### config.mk
export PLATFORM = sky130hd
export DESIGN_NAME = spi_frame_daisy_chain_slave
export DESIGN_NICKNAME = d
export VERILOG_FILES = /design/src/design/sync_two_ff.v /design/src/design/spi_frame_daisy_chain_slave.v
export VERILOG_INCLUDE_DIRS = /design/src /design/src/common
export SDC_FILE = /design/constraint.sdc
export NUM_CORES = 1
export LEC_CHECK = 0
export BUFFER_PORTS_ARGS = -buffer_cell sky130_fd_sc_hd__buf_2
export CORE_ASPECT_RATIO = 2
export CORE_UTILIZATION = 60
export CTS_CLUSTER_DIAMETER = 60
export DETAILED_ROUTE_END_ITERATION = 16
export PLACE_DENSITY = 0.84
export SYNTH_ARGS = -nofsm -noshare
export SYNTH_HDL_FRONTEND = slang
export SYNTH_SLANG_ARGS = --single-unit
### constraint.sdc
create_clock -name SYS_CLK -period 4.45 [get_ports SYS_CLK]
set_input_delay 0.2225 -clock SYS_CLK [delete_from_list [all_inputs] [get_ports SYS_CLK]]
set_output_delay 0.2225 -clock SYS_CLK [all_outputs]
set_load 0.01 [all_outputs]
### src/common/spi_chain_consts.vh
`ifndef SPI_CHAIN_CONSTS_VH
`define SPI_CHAIN_CONSTS_VH

// ----------------------------------------------------------------------
// Byte and frame layout
// ----------------------------------------------------------------------
`define BYTE_BITS 8
`define BITS_PER_SLAVE 16
`define ADDR_ONE_BIT 0
`define TOKEN_BIT 1
`define ADDR_LO_BIT 2
`define ADDR_HI_BIT 6
`define OP_BIT 7

// ----------------------------------------------------------------------
// Global status layout
// ----------------------------------------------------------------------
`define GS_SPI_ERR_BIT 7
`define GS_POWER_ON_RESET_N_BIT_BIT 4
`define GS_RESET_VAL 8'h00

`endif

### src/design/sync_two_ff.v
`timescale 1ns/100ps
`default_nettype none

module sync_two_ff #(
    parameter WIDTH = 3,
    parameter [WIDTH-1:0] INIT = {WIDTH{1'b0}}
) (
    input wire clk,
    input wire arst_n,
    input wire [WIDTH-1:0] d,
    output wire [WIDTH-1:0] q
);

    // ------------------------------------------------------------------
    // Two flops; the first is read only by the second.
    // ------------------------------------------------------------------
    reg [WIDTH-1:0] meta_q;
    reg [WIDTH-1:0] sync_q;

    always @(posedge clk or negedge arst_n) begin
        if (!arst_n) begin
            meta_q <= INIT;
            sync_q <= INIT;
        end else begin
            meta_q <= d;
            sync_q <= meta_q;
        end
    end

    assign q = sync_q;

endmodule // sync_two_ff

`default_nettype wire

### src/design/spi_frame_daisy_chain_slave.v
// Contract
// - Own chip select: one address byte then one data byte, 16 bits.
// - Operation bit 0 reads only; 1 writes or clears.
// - Register address comes from address byte bits 6 to 2.
// - During address byte, output shows error flag then global status.
// - Second byte carries configuration data or a status request.
// - During the data byte, output shifts the addressed register contents.
// - Before first rising clock, output shows error flag ORed with input.
// - Status bytes reach the master in reverse chain order.
// - Response bytes reach the master in reverse chain order.
// - Zero-clock frame still shows the error flag on the output.
// - Faults arising late in a frame appear in the next status.
// - A clear is dropped if its register gets a new fault.
// - Fault during the data byte shows in response, status next frame.
// - Input sampled on falling clock, output changes on rising clock.
// - Error flag is OR of status bits with reset bit inverted.
// - Bad count, address LSB, token, address or clock level sets error.
// - Command acts only when chip select rises at frame end.
`timescale 1ns/100ps
`default_nettype none
`include "spi_chain_consts.vh"

module spi_frame_daisy_chain_slave #(
    parameter CHAIN_W = 4,
    parameter CNT_W = 12,
    parameter [31:0] USED_ADDR_MASK = 32'hFFFF_FFFF
) (
    input wire SYS_CLK,
    input wire ARST_N,
    input wire CHIP_SELECT_N,
    input wire SCLK,
    input wire SDI,
    output reg SDO_OUT,
    output reg SDO_OE,
    input wire [CHAIN_W-1:0] CHAIN_LEN,
    input wire [CHAIN_W-1:0] CHAIN_OFFSET,
    input wire [6:0] STATUS_IN,
    input wire SPI_ERR_CLR,
    input wire FAULT_EVT,
    input wire [4:0] FAULT_REG,
    input wire [7:0] REG_RD_DATA,
    output reg [4:0] REG_ADDR,
    output reg CMD_VALID,
    output reg [4:0] CMD_ADDR,
    output reg CMD_OP,
    output reg [7:0] CMD_DATA,
    output reg CMD_CLEAR_BLOCKED,
    output reg PROTOCOL_ERR,
    output reg GLOBAL_ERROR_FLAG
);

    // ------------------------------------------------------------------
    // Pin synchronisation and edge detection
    // ------------------------------------------------------------------
    wire [2:0] pins_s;
    wire chip_select_n_s;
    wire sclk_s;
    wire sdi_s;

    sync_two_ff #(.WIDTH(3), .INIT(3'h4)) u_sync (
        .clk(SYS_CLK),
        .arst_n(ARST_N),
        .d({CHIP_SELECT_N, SCLK, SDI}),
        .q(pins_s)
    );

    assign chip_select_n_s = pins_s[2];
    assign sclk_s = pins_s[1];
    assign sdi_s = pins_s[0];

    reg cs_prev_q;
    reg sclk_prev_q;
    wire in_frame = ~chip_select_n_s;
    wire cs_fall = cs_prev_q & ~chip_select_n_s;
    wire cs_rise = ~cs_prev_q & chip_select_n_s;
    wire sclk_rise = in_frame & ~cs_fall & ~sclk_prev_q & sclk_s;
    wire sclk_fall = in_frame & ~cs_fall & sclk_prev_q & ~sclk_s;

    // ------------------------------------------------------------------
    // Frame state
    // ------------------------------------------------------------------
    reg [CNT_W-1:0] fall_cnt_q;
    reg [CNT_W-1:0] rise_cnt_q;
    reg [7:0] shin_q;
    reg [7:0] dly_q;
    reg [7:0] snap_q;
    reg [7:0] addr_q;
    reg [7:0] data_q;
    reg frm_err_q;
    reg spi_err_q;
    reg [31:0] hit_q;

    wire [CNT_W-1:0] n_w = {{(CNT_W-CHAIN_W){1'b0}}, CHAIN_LEN};
    wire [CNT_W-1:0] off_w = {{(CNT_W-CHAIN_W){1'b0}}, CHAIN_OFFSET};
    wire [CNT_W-1:0] one_w = {{(CNT_W-1){1'b0}}, 1'b1};
    wire [CNT_W-1:0] frame_bits = {n_w[CNT_W-5:0], 4'h0};
    wire [CNT_W-1:0] byte_idx = {3'h0, fall_cnt_q[CNT_W-1:3]};
    wire [CNT_W-1:0] rise_slot = {3'h0, rise_cnt_q[CNT_W-1:3]};
    wire [CNT_W-1:0] last_addr_idx = off_w + n_w - one_w;
    wire [CNT_W-1:0] own_addr_idx = n_w - one_w;
    // Own data sits N bytes after own address, so address and data stay paired.
    wire [CNT_W-1:0] own_data_idx = n_w + n_w - one_w;
    wire [7:0] in_byte = {sdi_s, shin_q[7:1]};
    wire byte_done = sclk_fall & (fall_cnt_q[2:0] == 3'h7);
    wire in_addr_zone = (byte_idx >= off_w) && (byte_idx <= last_addr_idx);
    wire cnt_sat = &fall_cnt_q;

    wire [7:0] status_now = {spi_err_q, STATUS_IN};
    wire gef_now = |(status_now ^ (8'h01 << `GS_POWER_ON_RESET_N_BIT_BIT));

    // a nonzero count must match 16 times the chain length exactly
    wire count_bad = (fall_cnt_q != {CNT_W{1'b0}}) && (fall_cnt_q != frame_bits);
    // clock high at rising chip select edge
    wire cpol_bad = cs_rise & sclk_s;
    // A frame with no clocks carries no address, so the unused-address test is skipped.
    wire end_err = frm_err_q | count_bad | cpol_bad |
        ((fall_cnt_q != {CNT_W{1'b0}}) & ~USED_ADDR_MASK[addr_q[6:2]]);
    wire full_frame = (fall_cnt_q == frame_bits) && (fall_cnt_q != {CNT_W{1'b0}});

    always @(posedge SYS_CLK or negedge ARST_N) begin
        if (!ARST_N) begin
            cs_prev_q <= 1'b1;
            sclk_prev_q <= 1'b0;
            fall_cnt_q <= {CNT_W{1'b0}};
            rise_cnt_q <= {CNT_W{1'b0}};
            shin_q <= 8'h00;
            dly_q <= 8'h00;
            snap_q <= `GS_RESET_VAL;
            addr_q <= 8'h00;
            data_q <= 8'h00;
            frm_err_q <= 1'b0;
            hit_q <= 32'h0000_0000;
        end else begin
            cs_prev_q <= chip_select_n_s;
            sclk_prev_q <= sclk_s;
            if (cs_fall) begin
                fall_cnt_q <= {CNT_W{1'b0}};
                rise_cnt_q <= {CNT_W{1'b0}};
                shin_q <= 8'h00;
                dly_q <= 8'h00;
                // status is frozen at frame start; later faults wait
                snap_q <= status_now;
                addr_q <= 8'h00;
                data_q <= 8'h00;
                // clock level at falling chip select
                frm_err_q <= sclk_s;
                // a fault in the same cycle still counts
                hit_q <= FAULT_EVT ? (32'h0000_0001 << FAULT_REG) : 32'h0000_0000;
            end else begin
                // remember registers hit by new faults
                if (in_frame && FAULT_EVT) begin
                    hit_q[FAULT_REG] <= 1'b1;
                end
                if (sclk_rise && !(&rise_cnt_q)) begin
                    rise_cnt_q <= rise_cnt_q + one_w;
                end
                if (sclk_fall) begin
                    shin_q <= in_byte;
                    dly_q <= {dly_q[6:0], sdi_s};
                    if (!cnt_sat) begin
                        fall_cnt_q <= fall_cnt_q + one_w;
                    end
                end
                if (byte_done && in_addr_zone) begin
                    if (!in_byte[`ADDR_ONE_BIT]) begin
                        frm_err_q <= 1'b1;
                    end
                    // token only in the final address byte
                    if (in_byte[`TOKEN_BIT] != (byte_idx == last_addr_idx)) begin
                        frm_err_q <= 1'b1;
                    end
                end
                // own address and data picked by position
                if (byte_done && byte_idx == own_addr_idx) begin
                    addr_q <= in_byte;
                end
                if (byte_done && byte_idx == own_data_idx) begin
                    data_q <= in_byte;
                end
            end
        end
    end

    // ------------------------------------------------------------------
    // Serial output
    // ------------------------------------------------------------------
    always @(posedge SYS_CLK or negedge ARST_N) begin
        if (!ARST_N) begin
            SDO_OUT <= 1'b0;
            SDO_OE <= 1'b0;
        end else begin
            // release the line once chip select is high
            SDO_OE <= in_frame;
            if (!in_frame) begin
                SDO_OUT <= 1'b0;
            end else if (cs_fall || rise_cnt_q == {CNT_W{1'b0}}) begin
                if (sclk_rise) begin
                    SDO_OUT <= snap_q[0];
                end else begin
                    // flag ORed with the upstream input; no clock needed
                    SDO_OUT <= (cs_fall ? gef_now : GLOBAL_ERROR_FLAG) | sdi_s;
                end
            end else if (sclk_rise) begin
                if (rise_slot == {CNT_W{1'b0}}) begin
                    // global status during address byte; own status first
                    SDO_OUT <= snap_q[rise_cnt_q[2:0]];
                end else if (rise_slot == n_w) begin
                    // live register contents; late faults show here
                    SDO_OUT <= REG_RD_DATA[rise_cnt_q[2:0]];
                end else begin
                    // forwarded bytes keep responses in reverse order
                    SDO_OUT <= dly_q[7];
                end
            end
        end
    end

    // ------------------------------------------------------------------
    // Frame end, command and error flag
    // ------------------------------------------------------------------
    always @(posedge SYS_CLK or negedge ARST_N) begin
        if (!ARST_N) begin
            REG_ADDR <= 5'h00;
            CMD_VALID <= 1'b0;
            CMD_ADDR <= 5'h00;
            CMD_OP <= 1'b0;
            CMD_DATA <= 8'h00;
            CMD_CLEAR_BLOCKED <= 1'b0;
            spi_err_q <= 1'b0;
            PROTOCOL_ERR <= 1'b0;
            GLOBAL_ERROR_FLAG <= 1'b1;
        end else begin
            // address field drives the read mux
            REG_ADDR <= addr_q[`ADDR_HI_BIT:`ADDR_LO_BIT];
            GLOBAL_ERROR_FLAG <= gef_now;
            PROTOCOL_ERR <= spi_err_q;
            // act only on rising chip select of a clean full frame
            CMD_VALID <= cs_rise & full_frame & ~end_err;
            if (cs_rise) begin
                CMD_ADDR <= addr_q[`ADDR_HI_BIT:`ADDR_LO_BIT];
                // operation bit selects read only or write/clear
                CMD_OP <= addr_q[`OP_BIT];
                // data byte taken as configuration or request
                CMD_DATA <= data_q;
                // drop the clear when the target gained a fault
                CMD_CLEAR_BLOCKED <= hit_q[addr_q[6:2]] |
                    (FAULT_EVT && FAULT_REG == addr_q[6:2]);
            end
            // error reported from the next frame; set wins over clear
            if (cs_rise && end_err) begin
                spi_err_q <= 1'b1;
            end else if (SPI_ERR_CLR) begin
                spi_err_q <= 1'b0;
            end
        end
    end

endmodule // spi_frame_daisy_chain_slave

`default_nettype wire

==> Word-level counts from Yosys, hierarchy flattened <==
Memories as Yosys holds them, arrays and structs flattened.
Cells that the tools add are included.
{ "totals": {"mem_bits_ro": 32, "output_inout_bits": 25, "memories": 1, "register_bits": 131, "input_bits": 35} }
{ "memory_table": {"columns": ["name", "words", "width", "rd", "rd_clocked_by_memory_dff", "write_ports", "line", "text"], "rows": [
  ["(no name shown)", 32, 1, 1, 0, 0, "spi_frame_daisy_chain_slave.v:117", "((fall_cnt_q != {CNT_W{1'b0}}) & ~USED_ADDR_MASK[addr_q[6:2]]);"]
]} }
{ "op_classes": {"n_shift": 1, "eq_ne": 11, "mux": 38, "bitwise_logic": 26, "addsub": 7, "n_lt_le_gt_ge": 6, "reduce_logical": 29} }
{ "op_table": {"columns": ["cell", "count"], "rows": [
  ["32-bit two-way mux", 3],
  ["8-bit two-way mux", 8],
  ["12-bit two-way mux", 5],
  ["9-bit by 12-bit == test with 1-bit output", 3],
  ["32-bit bitwise OR", 1],
  ["1-bit by 5-bit << shifter with 32-bit output (first input constant)", 1],
  ["12-bit by 1-bit adder with 12-bit output (second input constant)", 2],
  ["12-bit logical NOT", 2],
  ["12-bit AND reduction", 2],
  ["1-bit two-way mux", 18],
  ["2-bit nonzero test", 7],
  ["1-bit AND", 12],
  ["12-bit by 8-bit == test with 1-bit output", 1],
  ["9-bit by 12-bit less-or-equal comparator with 1-bit output", 1],
  ["5-bit by 6-bit less-than comparator with 1-bit output (second input constant)", 2],
  ["12-bit by 8-bit inequality test with 1-bit output", 1],
  ["12-bit nonzero test", 1],
  ["5-bit by 1-bit subtractor with 6-bit output (second input constant)", 2],
  ["1-bit logical AND", 11],
  ["4-bit by 4-bit adder with 5-bit output", 2],
  ["9-bit by 4-bit == test with 1-bit output", 1],
  ["9-bit by 4-bit greater-or-equal comparator with 1-bit output", 1],
  ["1-bit inverter", 8],
  ["8-bit OR reduction", 1],
  ["16 further kinds", 22]
]} }

==> Logic depth before layout (Yosys ltp) <==
{ "depth": {"depth_word": 10, "mapped_depth": 14, "depth_no_buf": 13} }

==> Cells and area by module <==
A second synthesis with hierarchy kept.
{ "hier_totals": {"cells_unflattened": 604, "area_unflattened_um2": 6317.3} }
{ "modules_own_cells": {"columns": ["mod", "cells_per_inst", "seq_area_each_um2", "n_inst", "area_per_inst_um2"], "rows": [
  ["spi_frame_daisy_chain_slave", 598, 2880.3, 1, 6164.7],
  ["sync_two_ff", 6, 152.6, 1, 152.6]
]} }

==> Least setup slack after synthesis <==
Ideal clock, no wire load.
{ "synth_path": {"path_type": "in2reg", "start": "input port CHAIN_LEN[2]", "end": "register frm_err_q", "path_stages": 13, "path_buffers": 1, "t_arrival_ns": 2.736, "setup_ns": 0.127, "slack_ns": 1.586, "cell_sequence": "clkbuf_1 inv_1 ha_1 inv_1 fa_1 nand2_1 nand2_1 ha_1 nand4_1 a2111oi_0 xor2_1 o211ai_1 o22ai_1"} }
{ "synth_via": {"elab_chain_cells": 7} }
{ "synth_lines": {"columns": ["item", "line", "text"], "rows": [
  ["from (decl)", "spi_frame_daisy_chain_slave.v:35", "input wire [CHAIN_W-1:0] CHAIN_LEN,"],
  ["4-bit by 4-bit adder with 5-bit output (*)", "spi_frame_daisy_chain_slave.v:99", "wire [CNT_W-1:0] last_addr_idx = off_w + n_w - one_w;"],
  ["5-bit by 1-bit subtractor with 6-bit output (*)", "spi_frame_daisy_chain_slave.v:99", null],
  ["9-bit by 12-bit less-or-equal comparator with 1-bit output or 9-bit by 12-bit == test with 1-bit output (tied branches)", "spi_frame_daisy_chain_slave.v:105, spi_frame_daisy_chain_slave.v:169", null],
  ["1-bit logical AND or 1-bit inequality test (tied branches)", "spi_frame_daisy_chain_slave.v:105, spi_frame_daisy_chain_slave.v:169", null],
  ["1-bit logical AND or 1-bit two-way mux (tied branches)", "spi_frame_daisy_chain_slave.v:164, spi_frame_daisy_chain_slave.v:169", null],
  ["2-bit nonzero test (no source line) or 1-bit two-way mux (tied branches)", null, null],
  ["2-bit AND reduction (no source line) or 1-bit two-way mux (tied branches)", null, null],
  ["to (signal assigned)", "spi_frame_daisy_chain_slave.v:146", "frm_err_q <= sclk_s;"],
  ["to (decl)", "spi_frame_daisy_chain_slave.v:89", "reg frm_err_q;"]
]} }
Every way passes the cells marked *; elsewhere a longest branch is shown, timed or not. The select of a mux whose other input is x is not followed.
A chain may end at the register's enable or synchronous reset.

==> Worst setup path in the final report <==
{ "layout_path": {"start": "input port CHAIN_LEN[1]", "end": "register frm_err_q"} }
Same word-level chain as after synthesis.

==> impl_metrics.prom <==
# TYPE chip_impl_metric gauge
chip_impl_metric{name="num-nets-final",unit=""} 732
chip_impl_metric{name="placement.cell_area",unit="mm²"} 0.00661
chip_impl_metric{name="finalWeightedCongestion",unit=""} 0.902
chip_impl_metric{name="fraction_of_layout_instances_using_a_drive_strength_above_1",unit="%"} 17.6
chip_impl_metric{name="die-height",unit="µm"} 146
chip_impl_info{name="netlist_top_cells_count",value="sky130_fd_sc_hd__dfrtp_1, sky130_fd_sc_hd__nand2_1, sky130_fd_sc_hd__nor2_1"} 1
chip_impl_metric{name="count_of_routing_violations_after_the_opening_detailed_route_iteration",unit=""} 397
chip_impl_metric{name="routed_via_density",unit=""} 6.20
chip_impl_info{name="status",value="finished clean"} 1
chip_impl_metric{name="buffer_ports.inserted",unit=""} 59
chip_impl_metric{name="post_cts_buffers",unit=""} 0
chip_impl_metric{name="rrSetupSlack",unit="ns"} 1.77
chip_impl_metric{name="num_io_pins",unit=""} 60
chip_impl_metric{name="avgRoutedWirePerCell",unit="µm"} 18.7
chip_impl_metric{name="synth-edff-count",unit=""} 0
chip_impl_metric{name="max-clock-path-buffers",unit=""} 2
chip_impl_metric{name="synth.avg_cell_area",unit="µm²"} 10.1
chip_impl_info{name="cts_root_buffer",value="sky130_fd_sc_hd__clkbuf_16"} 1
chip_impl_metric{name="antenna_cells",unit=""} 0
chip_impl_info{name="cpMostUsedCell",value="sky130_fd_sc_hd__ha_1"} 1
chip_impl_metric{name="worstMarginPinSlew",unit="ns"} 0.950
chip_impl_metric{name="grt-ovfl-total",unit=""} 0
chip_impl_metric{name="syn-instance-count",unit=""} 617
chip_impl_metric{name="worst_hold_path.num_cells",unit=""} 2
chip_impl_info{name="synth_top_cell_by_area",value="sky130_fd_sc_hd__dfrtp_1"} 1
chip_impl_metric{name="dpl.cell_count",unit=""} 783
chip_impl_metric{name="cp_max_fo",unit=""} 4
chip_impl_metric{name="final-instance-count-excl-fill",unit=""} 818
chip_impl_metric{name="power-per-cell-area",unit="mW/mm²"} 394
chip_impl_metric{name="mappedNetlistNets",unit=""} 678
chip_impl_metric{name="ant_nets",unit=""} 0
chip_impl_info{name="timing.hold.worst.class",value="in2reg"} 1
chip_impl_metric{name="initial_core_utilization",unit="%"} 61.8
chip_impl_metric{name="maximum_number_of_pins_on_one_net_before_global_route_repair",unit=""} 65
chip_impl_info{name="grt_setup_unrepaired",value="no"} 1
chip_impl_metric{name="max_cap_violations",unit=""} 0
chip_impl_metric{name="numClockSinks",unit=""} 121
chip_impl_metric{name="setup_viol_count_final",unit=""} 0
chip_impl_metric{name="synth_warnings",unit=""} 0
chip_impl_metric{name="grt_use_total",unit="%"} 31.2
chip_impl_metric{name="route.vias.total",unit=""} 5074
chip_impl_metric{name="grt_pass1_wl",unit="µm"} 25100
chip_impl_metric{name="fin_worst_skew",unit="ns"} 0.00934
chip_impl_metric{name="clk-insertion-delay-late",unit="ns"} 0.41
chip_impl_metric{name="critical_path_required",unit="ns"} 4.74
chip_impl_metric{name="postSynth.asyncResetShare",unit="%"} 100
chip_impl_metric{name="timing.final.crit_share",unit="%"} 62.4
chip_impl_metric{name="synth.top_cell.area_share",unit="%"} 47.0
chip_impl_metric{name="shortest_period_the_worst_path_allows",unit="ns"} 2.78
chip_impl_info{name="end_kind",value="flip-flop"} 1
chip_impl_metric{name="cts.reportedPaths.clkPinSlew",unit="ns"} 0.06
chip_impl_metric{name="yosysSeqAreaShare",unit="%"} 48.7
chip_impl_metric{name="timing.critical_path.slowest_cell_delay",unit="ns"} 0.55
chip_impl_metric{name="synthDistinctLibCells",unit=""} 59
chip_impl_metric{name="rows",unit=""} 52
chip_impl_metric{name="grt_antenna_before_repair",unit=""} 0
chip_impl_metric{name="timing.critical_path.arrival",unit="ns"} 3.07
chip_impl_info{name="cp_cell_sequence",value="buf_2 > inv_1 > ha_1 > inv_1 > ha_1 > fa_1 > nand2_1 > nand2_1 > ha_1 > nand4_1 > a2111oi_0 > xor2_1 > o211ai_1 > o22ai_1"} 1
chip_impl_metric{name="placeableCoreArea",unit="mm²"} 0.0101
chip_impl_metric{name="postCtsHoldBufs",unit=""} 4
chip_impl_metric{name="htree_num_levels",unit=""} 4
chip_impl_info{name="netlist_top_cells_area",value="sky130_fd_sc_hd__dfrtp_1, sky130_fd_sc_hd__nand2_1, sky130_fd_sc_hd__ha_1, sky130_fd_sc_hd__mux2i_1, sky130_fd_sc_hd__mux4_2"} 1
chip_impl_info{name="critical_path_start_type",value="input pin"} 1
chip_impl_metric{name="die-area",unit="mm²"} 0.0108
chip_impl_metric{name="final_cell_area",unit="mm²"} 0.00726
chip_impl_metric{name="yosys_register_bits",unit=""} 121
chip_impl_metric{name="numCtsBuffers",unit=""} 17
chip_impl_metric{name="timing_max_transition_violations_final",unit=""} 0
chip_impl_metric{name="max_freq",unit="MHz"} 360
chip_impl_metric{name="p_leak",unit="nW"} 3.51
chip_impl_metric{name="postCtsResizedCells",unit=""} 0
chip_impl_info{name="leading_register_cell_type_out_of_synthesis",value="sky130_fd_sc_hd__dfrtp_1"} 1
chip_impl_metric{name="die_width",unit="µm"} 74.0
chip_impl_metric{name="hpwl",unit="µm"} 10200
chip_impl_metric{name="reg2reg_depth",unit=""} 5
chip_impl_metric{name="ir_worst_vdd",unit="mV"} 0.364
chip_impl_metric{name="drc_errors",unit=""} 0
chip_impl_metric{name="hold_viol",unit=""} 0
chip_impl_info{name="setup.worst_path.class",value="in2reg"} 1
chip_impl_metric{name="flow.area_growth_from_synthesis",unit="%"} 16.6
chip_impl_metric{name="postRouteWirelength",unit="µm"} 15300
chip_impl_metric{name="max-slew-margin-rel",unit="%"} 36.4
chip_impl_info{name="cts_tree",value="yes"} 1
chip_impl_metric{name="netlist_area",unit="mm²"} 0.00623
chip_impl_metric{name="drt_pre_antenna_iters",unit=""} 5
chip_impl_info{name="crit_path_top_delay_cell",value="sky130_fd_sc_hd__a2111oi_0"} 1
chip_impl_metric{name="grt_pass1_vias",unit=""} 5244
chip_impl_metric{name="finalSetupTns",unit="ns"} 0
## layout by cell type (no fill, tap or decap), drive strengths merged, types with 5 or more instances in the layout
master,netlist,layout
a21oi,8,8
a211oi,6,6
nor2,44,44
nand2,117,117
nand4,7,7
nor2b,8,8
clkinv,0,5
xor2,10,10
buf,8,64
xnor2,23,23
dfrtp,117,117
nand2b,7,7
clkbuf,25,19
o21ai,37,37
or3,5,5
inv,29,29
nand3b,7,7
mux4,10,10
ha,25,25
mux2i,23,23
nand3,9,9
nor4,9,9
nor3,9,9
a22o,12,12
## per-stage QoR
step | worst slack, ns | utilization [%] | power (W) | hold slack (ns)
3_5_place_dp | 1.26 | 65.5 | 0.00143 | 0.329
2_1_floorplan | 1.59 | - | 0.00134 | -0.0731
3_3_place_gp | 1.47 | 65.5 | 0.00142 | 0.329
4_1_cts | 1.68 | 72.0 | 0.00287 | 0.00760
6_report | 1.67 | 72.0 | 0.00286 | 0.0123
5_1_grt | 1.36 | 72.0 | 0.00295 | 0.00969
## critical path: cells and delay by family
family / cells / cell delay [ns]
buffers and inverters: 3 / 0.25
and+or+nand+nor: 3 / 0.40
adders and majority gates: 4 / 1.25
AOI/OAI and AO/OA: 3 / 0.84
xor gates and xnor gates: 1 / 0.12
## final timing paths
check / end / startpoint
max in group asynchronous: u_sync.meta_q[2] / ARST_N
hold / removal: spi_err_q / SPI_ERR_CLR
setup reg to reg: addr_q[4] / u_sync.q[1]
min in group asynchronous: hit_q[20] / ARST_N
hold reg to reg: u_sync.q[0] / u_sync.meta_q[0]
setup / recovery: frm_err_q / CHAIN_LEN[1]
## sequential cells by signal, summed over array words and instances (netlist names), 5 cells and up
name and cells:
CMD_ADDR 5, fall_cnt_q 12, shin_q 7, hit_q 32
rise_cnt_q 12, CMD_DATA 8, snap_q 8, addr_q 6
data_q 8, REG_ADDR 5
## routing by layer
layer | vias up | global-route usage (%) | routed length, µm
met5 | - | 0 | 0
met4 | 0 | 16.6 | 673
met3 | 61 | 7.18 | 871
met2 | 248 | 53.6 | 8330
met1 | 2506 | 34.6 | 5430
li1 | 2259 | - | -
## logic make-up (layout without fill, tap and decap cells)
family	count (synthesis)	in the layout	share of synthesized area [%]
muxes	35	35	7.67
DFF	121	121	48.7
and+or+nand+nor	244	244	18.8
AOI/OAI and AO/OA	94	94	10.3
adders and majority gates	26	26	5.34
buffers and inverters	62	128	3.86
xor gates and xnor gates	35	35	5.36
## report_power, final
group,switching [W],total (W),internal (W)
logic,0.000151,0.000253,0.000102
clock network,0.000490,0.00144,0.000946
registers,0.0000343,0.00117,0.00114
total,0.000675,0.00286,0.00219
## cell type report
class | instances | area [µm²]
inverter | 29 | 109
tap | 135 | 169
fill | 674 | 2820
sequential | 121 | 3030
multi-input combinational | 434 | 2960
timing repair buffer | 68 | 375
clock inverter | 12 | 175
clock buffer | 19 | 443
(Power assumes the default switching activity.)
